[src/rtl/tmr_defines.svh]
// constants for the timer/prescaler block
// Operation
// - count source select overrides pin direction; the code overrides only while the comparator count select picks the pin
// - prescaler output sampled on Q2 and Q4; the code samples the external count source before the prescaler instead
// - increment three to seven periods after edge
// - one prescaler, timer or watchdog, never both
// - assign bit selects owner, ratio field selects ratio
// - timer count write clears prescaler; the code clears it only while the timer owns the prescaler
// - watchdog clear clears prescaler and watchdog; the code clears the prescaler only while the watchdog owns it
// - prescaler hidden from software, zero after reset
// - assignment may change any time
// - internal mode counts every instruction cycle; the code does so only while the watchdog owns the prescaler
// - count write inhibits two instruction cycles
// - edge select picks rising or falling edge
// - assign clear gives ratios 1:2 to 1:256
`ifndef TMR_DEFINES_SVH
`define TMR_DEFINES_SVH
// register byte addresses on the apb bus
`define ADDR_TIMER_COUNT 12'h000
`define ADDR_OPTION 12'h004
`define ADDR_CMP_ONE 12'h008
`define ADDR_CMP_TWO 12'h00C
`define ADDR_COMMAND 12'h010
`define ADDR_STATUS 12'h014
// option_control fields
`define OPT_SRC_BIT 5
`define OPT_EDGE_BIT 4
`define OPT_ASSIGN_BIT 3
`define OPT_RATIO_HI 2
`define OPT_RATIO_LO 0
// comparator_one_control: count select bit
`define CMP_COUNT_SEL_BIT 4
// command register bits
`define CMD_WDT_CLEAR_BIT 0
// reset values
`define OPTION_RESET 8'hFF
`define CMP_RESET 8'hFF
// last phase of the instruction cycle and suppression length
`define PHASE_COUNT 2'h3
`define INHIBIT_CYCLES 2'h2
`endif

[src/rtl/tmr_pkg.sv]
// types for the timer/prescaler block
package tmr_pkg;
   // apb request bundle
   typedef struct packed {
      logic psel;
      logic penable;
      logic pwrite;
      logic [11:0] paddr;
      logic [31:0] pwdata;
   } apb_req_t;
   // apb answer bundle
   typedef struct packed {
      logic pready;
      logic pslverr;
      logic [31:0] prdata;
   } apb_rsp_t;
endpackage : tmr_pkg

[src/rtl/edge_sync.sv]
// two-phase sampler and edge detector for the external count source
`timescale 1ns/100ps
`default_nettype none
module edge_sync
(
   input wire logic clk_sys,
   input wire logic arst_n,
   input wire logic sample_en,
   input wire logic din,
   input wire logic fall_sel,
   output logic edge_pulse
);
   logic s1_q, s1_d; // first stage, read only by second
   logic s2_q, s2_d; // second stage
   logic s3_q, s3_d; // previous sampled value
   always_comb
   begin
      s1_d = sample_en ? din : s1_q;
      s2_d = sample_en ? s1_q : s2_q;
      s3_d = sample_en ? s2_q : s3_q;
   end
   // registers of the sampler
   always_ff @(posedge clk_sys or negedge arst_n)
   begin
      if (!arst_n)
      begin
         s1_q <= 1'b0;
         s2_q <= 1'b0;
         s3_q <= 1'b0;
      end
      else
      begin
         s1_q <= s1_d;
         s2_q <= s2_d;
         s3_q <= s3_d;
      end
   end
   assign edge_pulse = sample_en & (fall_sel ? (s3_q & ~s2_q) : (~s3_q & s2_q));
endmodule : edge_sync
`default_nettype wire

[src/rtl/timer0_prescaler_sync.sv]
// timer/counter with shared prescaler, apb register slave
//
// The APB register port and the register addresses were chosen for this implementation.
`timescale 1ns/100ps
`default_nettype none
`include "tmr_defines.svh"
module timer0_prescaler_sync
   import tmr_pkg::*;
#(
   parameter int PRESCALE_WIDTH = 8
)
(
   input wire logic clk_sys,
   input wire logic arst_n,
   input wire tmr_pkg::apb_req_t apb_req,
   output tmr_pkg::apb_rsp_t apb_rsp,
   input wire logic ext_count_pin,
   input wire logic comparator_out,
   input wire logic watchdog_tick,
   output logic pin_direction_override,
   output logic watchdog_clear,
   output logic watchdog_timeout_tick,
   output logic [7:0] timer_count
);
   import tmr_pkg::*;

   // each system clock is one oscillator phase; four make an instruction cycle
   logic [1:0] phase_q, phase_d;
   logic [7:0] count_q, count_d; // timer_count register
   logic [7:0] option_q, option_d; // option_control register
   logic [7:0] cmp1_q, cmp1_d; // comparator_one_control
   logic [7:0] cmp2_q, cmp2_d; // comparator_two_control
   logic [PRESCALE_WIDTH-1:0] pre_q, pre_d; // hidden prescaler
   logic [1:0] inhibit_q, inhibit_d; // instruction cycles still blocked
   logic wclr_q, wclr_d; // watchdog clear pulse out
   logic wtick_q, wtick_d; // postscaled watchdog tick out
   logic pdir_q, pdir_d; // pin direction override out
   logic pre_fall; // selected prescaler tap fell on a counting step
   apb_rsp_t rsp_q, rsp_d; // registered apb answer

   logic count_source_select;
   logic count_edge_select;
   logic prescaler_assign;
   logic [2:0] prescale_ratio;
   logic comparator_count_select;
   logic ext_src; // external count source after mux
   logic ext_edge; // synchronised edge event
   logic instr_tick; // one pulse per instruction cycle
   logic sample_phase; // q2 or q4 phase
   logic wr_access; // apb write completing now
   logic rd_access; // apb read in either access cycle
   logic wr_count; // write to timer_count
   logic wdt_clear_cmd; // watchdog clear instruction
   logic timer_pre; // prescaler belongs to timer
   logic inc_src; // raw increment event before prescale
   logic inc_now; // final increment

   assign count_source_select = option_q[`OPT_SRC_BIT];
   assign count_edge_select = option_q[`OPT_EDGE_BIT];
   assign prescaler_assign = option_q[`OPT_ASSIGN_BIT];
   assign prescale_ratio = option_q[`OPT_RATIO_HI:`OPT_RATIO_LO];
   assign comparator_count_select = cmp1_q[`CMP_COUNT_SEL_BIT];
   assign timer_pre = ~prescaler_assign;

   // phases 1 and 3 stand for q2 and q4; phase 3 closes the instruction cycle
   assign instr_tick = (phase_q == `PHASE_COUNT);
   assign sample_phase = phase_q[0];

   // apb: one wait state; writes land only on the access cycle that shows pready
   assign wr_access = apb_req.psel & apb_req.penable & apb_req.pwrite & rsp_q.pready;
   assign rd_access = apb_req.psel & apb_req.penable & ~apb_req.pwrite;
   assign wr_count = wr_access & (apb_req.paddr == `ADDR_TIMER_COUNT);
   assign wdt_clear_cmd = wr_access & (apb_req.paddr == `ADDR_COMMAND)
      & apb_req.pwdata[`CMD_WDT_CLEAR_BIT];

   // pin when comparator select set, else comparator output
   assign ext_src = comparator_count_select ? ext_count_pin : comparator_out;

   // three stage sampling sets the latency window
   edge_sync u_sync
   (
      .clk_sys(clk_sys),
      .arst_n(arst_n),
      .sample_en(sample_phase),
      .din(ext_src),
      .fall_sel(count_edge_select),
      .edge_pulse(ext_edge)
   );

   // internal source counts each instruction cycle
   assign inc_src = count_source_select ? ext_edge : instr_tick;

   // phase counter, free running
   always_comb
   begin
      phase_d = phase_q + 2'h1;
   end

   // prescaler: counts timer events or watchdog ticks depending on owner
   always_comb
   begin
      pre_d = pre_q;
      pre_fall = 1'b0;
      if (timer_pre && wr_count)
      begin
         pre_d = '0;
      end
      else if (!timer_pre && wdt_clear_cmd)
      begin
         pre_d = '0;
      end
      // owner may change without stopping either side
      else if (timer_pre ? inc_src : watchdog_tick)
      begin
         pre_d = pre_q + {{(PRESCALE_WIDTH-1){1'b0}}, 1'b1};
         // a clear must not look like a divided event, so only a step may fall the tap
         pre_fall = pre_q[prescale_ratio] & ~pre_d[prescale_ratio];
      end
   end

   // timer ratio 1:2 up to 1:256 via tap edge
   // suppress increments after a count write
   always_comb
   begin
      inc_now = 1'b0;
      if (timer_pre)
      begin
         // falling tap = one full divided period
         inc_now = pre_fall;
      end
      else
      begin
         inc_now = inc_src;
      end
      if (inhibit_q != 2'h0)
      begin
         inc_now = 1'b0;
      end
   end

   // timer count, inhibit counter and outputs
   always_comb
   begin
      count_d = count_q;
      inhibit_d = inhibit_q;
      wtick_d = 1'b0;
      wclr_d = 1'b0;
      // pin override when external source selected and the pin is the count source
      pdir_d = count_source_select & comparator_count_select;
      if (wr_count)
      begin
         count_d = apb_req.pwdata[7:0];
         inhibit_d = `INHIBIT_CYCLES;
      end
      else
      begin
         if (instr_tick && inhibit_q != 2'h0)
         begin
            inhibit_d = inhibit_q - 2'h1;
         end
         if (inc_now)
         begin
            count_d = count_q + 8'h01;
         end
      end
      // watchdog undivided when timer owns prescaler
      if (timer_pre)
      begin
         wtick_d = watchdog_tick;
      end
      else
      begin
         wtick_d = pre_fall;
      end
      wclr_d = wdt_clear_cmd;
   end

   // control registers and apb answer
   always_comb
   begin
      option_d = option_q;
      cmp1_d = cmp1_q;
      cmp2_d = cmp2_q;
      rsp_d = '0;
      // ready follows the first access cycle, so registered read data is in place
      rsp_d.pready = apb_req.psel & apb_req.penable & ~rsp_q.pready;
      if (wr_access)
      begin
         unique case (apb_req.paddr)
            `ADDR_OPTION: option_d = apb_req.pwdata[7:0];
            `ADDR_CMP_ONE: cmp1_d = apb_req.pwdata[7:0];
            `ADDR_CMP_TWO: cmp2_d = apb_req.pwdata[7:0];
            default: ;
         endcase
      end
      // write error decided on the first access cycle; status writes are ignored
      if (apb_req.psel && apb_req.penable && apb_req.pwrite)
      begin
         unique case (apb_req.paddr)
            `ADDR_OPTION, `ADDR_CMP_ONE, `ADDR_CMP_TWO: ;
            `ADDR_TIMER_COUNT, `ADDR_COMMAND, `ADDR_STATUS: ;
            default: rsp_d.pslverr = 1'b1;
         endcase
      end
      if (rd_access)
      begin
         unique case (apb_req.paddr)
            `ADDR_TIMER_COUNT: rsp_d.prdata = {24'h00_0000, count_q};
            `ADDR_OPTION: rsp_d.prdata = {24'h00_0000, option_q};
            `ADDR_CMP_ONE: rsp_d.prdata = {24'h00_0000, cmp1_q};
            `ADDR_CMP_TWO: rsp_d.prdata = {24'h00_0000, cmp2_q};
            `ADDR_COMMAND: rsp_d.prdata = 32'h0000_0000;
            `ADDR_STATUS: rsp_d.prdata = {29'h0000_0000, inhibit_q, timer_pre};
            default: rsp_d.pslverr = 1'b1;
         endcase
      end
   end

   // all state registers
   always_ff @(posedge clk_sys or negedge arst_n)
   begin
      if (!arst_n)
      begin
         phase_q <= 2'h0;
         count_q <= 8'h00;
         option_q <= `OPTION_RESET;
         cmp1_q <= `CMP_RESET;
         cmp2_q <= `CMP_RESET;
         pre_q <= '0;
         inhibit_q <= 2'h0;
         wclr_q <= 1'b0;
         wtick_q <= 1'b0;
         pdir_q <= 1'b0;
         rsp_q <= '0;
      end
      else
      begin
         phase_q <= phase_d;
         count_q <= count_d;
         option_q <= option_d;
         cmp1_q <= cmp1_d;
         cmp2_q <= cmp2_d;
         pre_q <= pre_d;
         inhibit_q <= inhibit_d;
         wclr_q <= wclr_d;
         wtick_q <= wtick_d;
         pdir_q <= pdir_d;
         rsp_q <= rsp_d;
      end
   end

   // the answer goes out registered: pready rises one cycle into access
   assign apb_rsp.pready = rsp_q.pready & apb_req.psel & apb_req.penable;
   assign apb_rsp.pslverr = rsp_q.pslverr;
   assign apb_rsp.prdata = rsp_q.prdata;
   assign pin_direction_override = pdir_q;
   assign watchdog_clear = wclr_q;
   assign watchdog_timeout_tick = wtick_q;
   assign timer_count = count_q;
endmodule : timer0_prescaler_sync
`default_nettype wire

[config.mk]
export PLATFORM = sky130hd
export DESIGN_NAME = timer0_prescaler_sync
export DESIGN_NICKNAME = d
export VERILOG_FILES = /design/src/rtl/tmr_pkg.sv /design/src/rtl/edge_sync.sv /design/src/rtl/timer0_prescaler_sync.sv
export VERILOG_INCLUDE_DIRS = /design/src /design/src/rtl
export SDC_FILE = /design/constraint.sdc
export NUM_CORES = 1
export LEC_CHECK = 0
export ABC_AREA = 1
export BUFFER_PORTS_ARGS = -buffer_cell sky130_fd_sc_hd__buf_4
export CORE_ASPECT_RATIO = 2
export CORE_MARGIN = 2
export CORE_UTILIZATION = 26
export DETAILED_ROUTE_END_ITERATION = 12
export PLACE_DENSITY = 0.55
export SLEW_MARGIN = 20
export SYNTH_ARGS = -nofsm -noshare
export SYNTH_HDL_FRONTEND = slang
export SYNTH_SLANG_ARGS = --single-unit
[constraint.sdc]
create_clock -name clk_sys -period 1.7 [get_ports clk_sys]
set_input_delay 0.34 -clock clk_sys [delete_from_list [all_inputs] [get_ports clk_sys]]
set_output_delay 0.34 -clock clk_sys [all_outputs]
set_load 0.01 [all_outputs]
* Word level (Yosys, flattened, before mapping) *
Cells that the tools add are included.

cells by class
  equality and inequality tests = 6
  add/sub/neg operators = 4
  $lt $le $gt $ge = 1
  multiplexer cells = 26
  reduce and logical (&&, ||, !) cells = 14
  bitwise gates (word level) = 21

operator list
  operator                                                              number
  8-bit two-way mux                                                     5
  8-bit case mux with 5 select lines                                    1
  33-bit two-way mux                                                    1
  12-bit by 4-bit == test with 1-bit output, second input constant      2
  12-bit by 5-bit == test with 1-bit output, second input constant      2
  8-bit by 1-bit adder with 8-bit output, second input constant         2
  1-bit AND                                                             15
  1-bit two-way mux                                                     15
  12-bit by 3-bit == test with 1-bit output, second input constant      1
  12-bit logical NOT                                                    1
  1-bit binary-select mux with 3-bit select                             2
  1-bit inverter                                                        6
  2-bit AND reduction                                                   3
  2-bit nonzero test                                                    3
  6-bit OR reduction                                                    1
  1-bit logical AND                                                     5
  3-bit by 4-bit < comparator with 1-bit output, second input constant  1
  2-bit two-way mux                                                     2
  3-bit nonzero test                                                    1
  2-bit by 1-bit adder with 2-bit output, second input constant         1
  2-bit == test, second input constant                                  1
  2-bit by 1-bit subtractor with 2-bit output, second input constant    1

word-level totals
  input bits = 52
  logic and storage cells = 88
  output and inout bits = 45
  bits in registers = 84

* Depth between registers and ports, before layout *
  word-level depth = 13
  gate-level depth with buffers = 14
  depth with buffers taken out = 14

* Hierarchy *
Synthesis repeated with hierarchy kept, for this count alone.

second synthesis, totals
  cell total of the unflattened synthesis = 440
  area total of the unflattened synthesis = 3564.7 µm²

modules (own cells, without submodules)
  module                 seq. area each (µm²)  cells each  instances  area each (µm²)
  timer0_prescaler_sync  1456.4                422         1          3428.3
  edge_sync              75.1                  18          1          136.4

* Worst setup path after synthesis *
OpenSTA, ideal clock, no wires.

  kind = reg-to-reg
  start = register pre_q[1]
  end = register count_q[2], in the netlist timer_count[2]
  arrival time = 1.498 ns
  slack = 0.084 ns
  stages on the path, launching flop included = 14
  library setup time = 0.118 ns
  required time = 1.582 ns
  cell sequence = dfrtp_1 > ha_1 > inv_1 > nand3_1 > nand2_1 > inv_1 > a21oi_1 > nor2_1 > nor2_2 > nand2_2 > nand2_4 > nand2_4 > nand2_1 > nand2_1

between the ends
  longest elaborated chain between the ends = 11
  elaborated cells between the ends (all ways) = 13
  classes of those cells = 1 x add/sub; 9 x mux; 2 x bitwise; 1 x reduce/logical

RTL lines
  what                                       RTL line                      text
  start, declared                            timer0_prescaler_sync.sv:33   logic [PRESCALE_WIDTH-1:0] pre_q, pre_d;
  start signal, assigned                     timer0_prescaler_sync.sv:243  pre_q <= pre_d;
  8-bit by 1-bit adder with 8-bit output     timer0_prescaler_sync.sv:115  pre_d = pre_q + {{(PRESCALE_WIDTH-1){1'b0}}, 1'b1};
  1-bit binary-select mux with 3-bit select  timer0_prescaler_sync.sv:117  pre_fall = pre_q[prescale_ratio] & ~pre_d[prescale_ratio];
  1-bit two-way mux (not written as such)    timer0_prescaler_sync.sv:117
  1-bit inverter                             timer0_prescaler_sync.sv:117
  1-bit AND (*)                              timer0_prescaler_sync.sv:117
  1-bit two-way mux (*)                      timer0_prescaler_sync.sv:113  else if (timer_pre ? inc_src : watchdog_tick)
  1-bit two-way mux (*)                      timer0_prescaler_sync.sv:108  else if (!timer_pre && wdt_clear_cmd)
  1-bit two-way mux (*)                      timer0_prescaler_sync.sv:104  if (timer_pre && wr_count)
  1-bit two-way mux (*)                      timer0_prescaler_sync.sv:126  if (timer_pre)
  1-bit two-way mux (*)                      timer0_prescaler_sync.sv:135  if (inhibit_q != 2'h0)
  2-bit nonzero test (no line) (*)           n/a
  end signal, assigned                       timer0_prescaler_sync.sv:239  count_q <= count_d;
  end, declared                              timer0_prescaler_sync.sv:29   logic [7:0] count_q, count_d;

Mark *: on every way between the ends. The rest lies on a longest branch, timed or not. The select of a mux whose other input is x is not followed.
A chain may end at the register's enable or synchronous reset.

* Worst setup path after layout *
  start = register option_q[4]
  end = register count_q[5], in the netlist timer_count[5]

between the ends
  longest elaborated chain between the ends = 10

RTL lines
  what                              RTL line                      text
  start, declared                   timer0_prescaler_sync.sv:30   logic [7:0] option_q, option_d;
  start signal, assigned            timer0_prescaler_sync.sv:226  option_q <= `OPTION_RESET;
  start signal, assigned            timer0_prescaler_sync.sv:240  option_q <= option_d;
  1-bit two-way mux (*)             edge_sync.sv:38               assign edge_pulse = sample_en & (fall_sel ? (s3_q & ~s2_q) : (~s3_q & s2_q));
  1-bit AND (*)                     edge_sync.sv:38
  1-bit two-way mux (*)             timer0_prescaler_sync.sv:91   assign inc_src = count_source_select ? ext_edge : instr_tick;
  1-bit two-way mux (2 in series)   timer0_prescaler_sync.sv:113
  1-bit two-way mux                 timer0_prescaler_sync.sv:108
  1-bit two-way mux                 timer0_prescaler_sync.sv:104
  1-bit two-way mux (*)             timer0_prescaler_sync.sv:126
  1-bit two-way mux (*)             timer0_prescaler_sync.sv:135
  2-bit nonzero test (no line) (*)  n/a

Mark *: on every way between the ends. The rest lies on a longest branch, timed or not.

==> results.sh <==
export IMPL_syn_instance_count=433
export IMPL_p_leak_uw=0.00218
export IMPL_clk_pin_slew_ps=50
export IMPL_slew_viol_final=0
export IMPL_avgSynthCellArea_um2=7.91
export IMPL_grt_pass1_vias=3189
export IMPL_n_antenna_cell=0
export IMPL_timing_final_crit_share_pct=104
export IMPL_cts_tree="built"
export IMPL_die_x_um=85.1
export IMPL_violations="negative setup slack"
export IMPL_grt_pass1_wl_um=15200
export IMPL_dr_first_iter_drc_count=152
export IMPL_cp_end_kind="flop"
export IMPL_hold_class="input pin to flop"
export IMPL_htreeDepth=3
export IMPL_critPathKind="flop to flop"
export IMPL_fillers=1336
export IMPL_crit_path_frequent_cell="nand2_2"
export IMPL_synthFlopType="dfrtp_1"
export IMPL_synth_top_area_share_pct=26.3
export IMPL_viasPerCell=4.57
export IMPL_wl_per_cell_um=13.8
export IMPL_critPathArrivalTime_ps=1980
export IMPL_grt_antenna_before_repair=0
export IMPL_grt_max_degree=38
export IMPL_gr_usage_met3_pct=2.78
export IMPL_slowest_stage="dfstp_2"
export IMPL_design_die_area_um2=14200
export IMPL_clock_latency_ps=330
export IMPL_path_buf_inv=1
export IMPL_crit_chain="inv_2 > a21oi_2 > nand2_1 > nand2_2 > nand2_2 > nand2_2 > nand2_4 > nor2_4 > nand2_4 > nand2_8 > nand2_8 > nand2_2 > nand2_2"
export IMPL_cp_max_fo=8
export IMPL_cts_buffers=9
export IMPL_ys_ff_latch=60
export IMPL_peakVddDrop_mv=0.642
export IMPL_io_pins=97
export IMPL_syn_to_final_growth_pct=34.5
export IMPL_ys_top_cells_by_area="dfrtp_1 (26%), dfstp_2 (18%), nand2_1 (13%), buf_4 (7.2%), o21ai_0 (5.6%)"
export IMPL_fin_nets=574
export IMPL_ys_async_sr_fraction_pct=100
export IMPL_placed_area_um2=4050
export IMPL_critPathRequiredTime_ps=1920
export IMPL_fin_crit_ps=1760
export IMPL_regArea_um2=1530
export IMPL_hold_viol=0
export IMPL_grtUsageTotal_pct=13.8
export IMPL_power_density_nw_per_um2=963
export IMPL_worst_path_largest_cell_delay_ps=540
export IMPL_setup_viol=8
export IMPL_synthTopCellsByCount="nand2_1 (118), inv_1 (50), o21ai_0 (38)"
export IMPL_post_dp_hpwl_um=7030
export IMPL_final_area_um2=4600
export IMPL_first_pass_iters=4
export IMPL_status="complete, but fails checks"
export IMPL_ys_warn_count=0
export IMPL_report_power_total_uw=4430
export IMPL_synth_area_um2=3420
export IMPL_root_buffer="clkbuf_16"
export IMPL_clockBufferDepth=2
export IMPL_layout_drive_gt1_share_pct=34.8
export IMPL_met2_usage_pct=26.5
export IMPL_synth_most_common_cell="nand2_1"
export IMPL_die_y_um=166
export IMPL_yosysUniqueCellTypes=34
export IMPL_fin_ws_ps=-62.8
export IMPL_core_um2=12900
export IMPL_grt_setup_unrepaired="true"
export IMPL_multi_input_area_um2=1630
export IMPL_startpoint_type="flop"
export IMPL_rows=59
export IMPL_max_cap_violations=0
export IMPL_top_usage_layer="met2"
export IMPL_skew_ps=6.98
export IMPL_port_buffers=48
export IMPL_globalplace_congestion=0.888
export IMPL_synth_edff_count=0
export IMPL_drc=0
export IMPL_crit_family="simple AND/OR/NAND/NOR gates"
export IMPL_wirelength_um=9310
export IMPL_overflow=0
export IMPL_clock_sinks=60
export IMPL_synth_largest_area_cell="dfrtp_1"
export IMPL_ys_seq_area_share_pct=44.7
export IMPL_initial_utilization_pct=26.5
export IMPL_clock_fmax_mhz=567
export IMPL_num_vias=3083
export IMPL_ant_nets=0
export IMPL_use_met1_pct=13.1
## report_power, final
group	switching (uW)	internal, uW	total, uW	leakage (uW)
Clock	615	1400	2010	0.000169
Sequential	158	1530	1690	0.000709
Combinational	400	331	731	0.00130
## final timing paths
| path | startpoint | end | slack, ps | cells past startpoint |
|---|---|---|---|---|
| max in group asynchronous | arst_n | option_q[2] | 660 | 3 |
| min reg2reg | rsp_q[33] | rsp_q[33] | 460 | 1 |
| min in group asynchronous | arst_n | phase_q[0] | 460 | 2 |
| min | watchdog_tick | watchdog_timeout_tick | 260 | 3 |
| max reg2reg | option_q[4] | timer_count[5] | -60 | 13 |
| max | option_q[4] | timer_count[5] | -60 | 13 |
## sequential cells by signal (all words and copies together) (netlist names), 2 cells and up
| name | flops |
|---|---|
| phase_q | 2 |
| timer_count | 8 |
| cmp1_q | 8 |
| option_q | 8 |
| inhibit_q | 2 |
| cmp2_q | 8 |
| pre_q | 8 |
| apb_rsp | 9 |
## worst min-delay path: cells and delay by family
kind            cells  cell delay [ps]
compound gates      1               70
buf+inv             1               90
simple gates        1               40
## cell type report
type | instances | area share [%]
Clock buffer | 12 | 5.79
Clock inverter | 4 | 1.52
Inverter | 54 | 4.46
Multi-Input combinational cell | 305 | 35.4
Sequential cell | 60 | 33.3
Tap cell | 152 | 4.13
Timing Repair Buffer | 88 | 15.4
## per-stage QoR
stage / utilization [%] / hold WS (ps) / setup slack (ps) / instances / setup TNS [ps]
6_report: 35.6 / 257 / -62.8 / 675 / -397
5_1_grt: 35.6 / 278 / -184 / 675 / -2150
4_1_cts: 35.1 / 250 / -106 / 674 / -799
3_5_place_dp: 31.4 / 271 / -131 / 649 / -2720
3_3_place_gp: 31.4 / 265 / -134 / 649 / -2280
2_1_floorplan: - / 44.4 / 84.3 / 456 / 0
## layer usage
layer	vias up	routed length (um)
met5	-	0
li1	1507	-
met3	31	306
met2	82	5420
met1	1463	3180
met4	0	398
## placed cells by master (no fill, tap or decap), types with 7 or more instances in the layout
| master | n |
|---|---|
| nor2_1 | 19 |
| o21ai_0 | 36 |
| buf_4 | 82 |
| conb_1 | 24 |
| nand3_1 | 31 |
| clkbuf_16 | 9 |
| nand2_1 | 101 |
| o21ai_1 | 12 |
| dfrtp_1 | 35 |
| dfstp_2 | 24 |
| nand2_2 | 20 |
| inv_1 | 46 |
| inv_2 | 7 |
## timing repair
| item | in CTS | in global routing |
|---|---|---|
| pin swaps | 10 | 17 |
| hold endpoints to repair | 14 | 0 |
| gates resized for setup | 23 | 21 |
| hold buffers | 1 | 0 |
| endpoints found under the setup margin | 9 | 13 |
| buffers inserted | 7 | 1 |
| cloned | 1 | 0 |
## logic make-up (layout without fill, tap and decap cells)
logic type | Yosys count | count (layout) | share of synthesized area (%)
adder cells (fa/ha/maj) | 4 | 4 | 1.46
flip-flops | 60 | 60 | 44.7
XOR/XNOR | 5 | 5 | 1.28
AO/OA/AOI/OAI | 75 | 75 | 11.9
other | 1 | 24 | 0.110
buffers and inverters | 92 | 158 | 14.0
AND/OR/NAND/NOR | 196 | 197 | 26.5
Note: power is estimated with default switching activity, not from simulation.
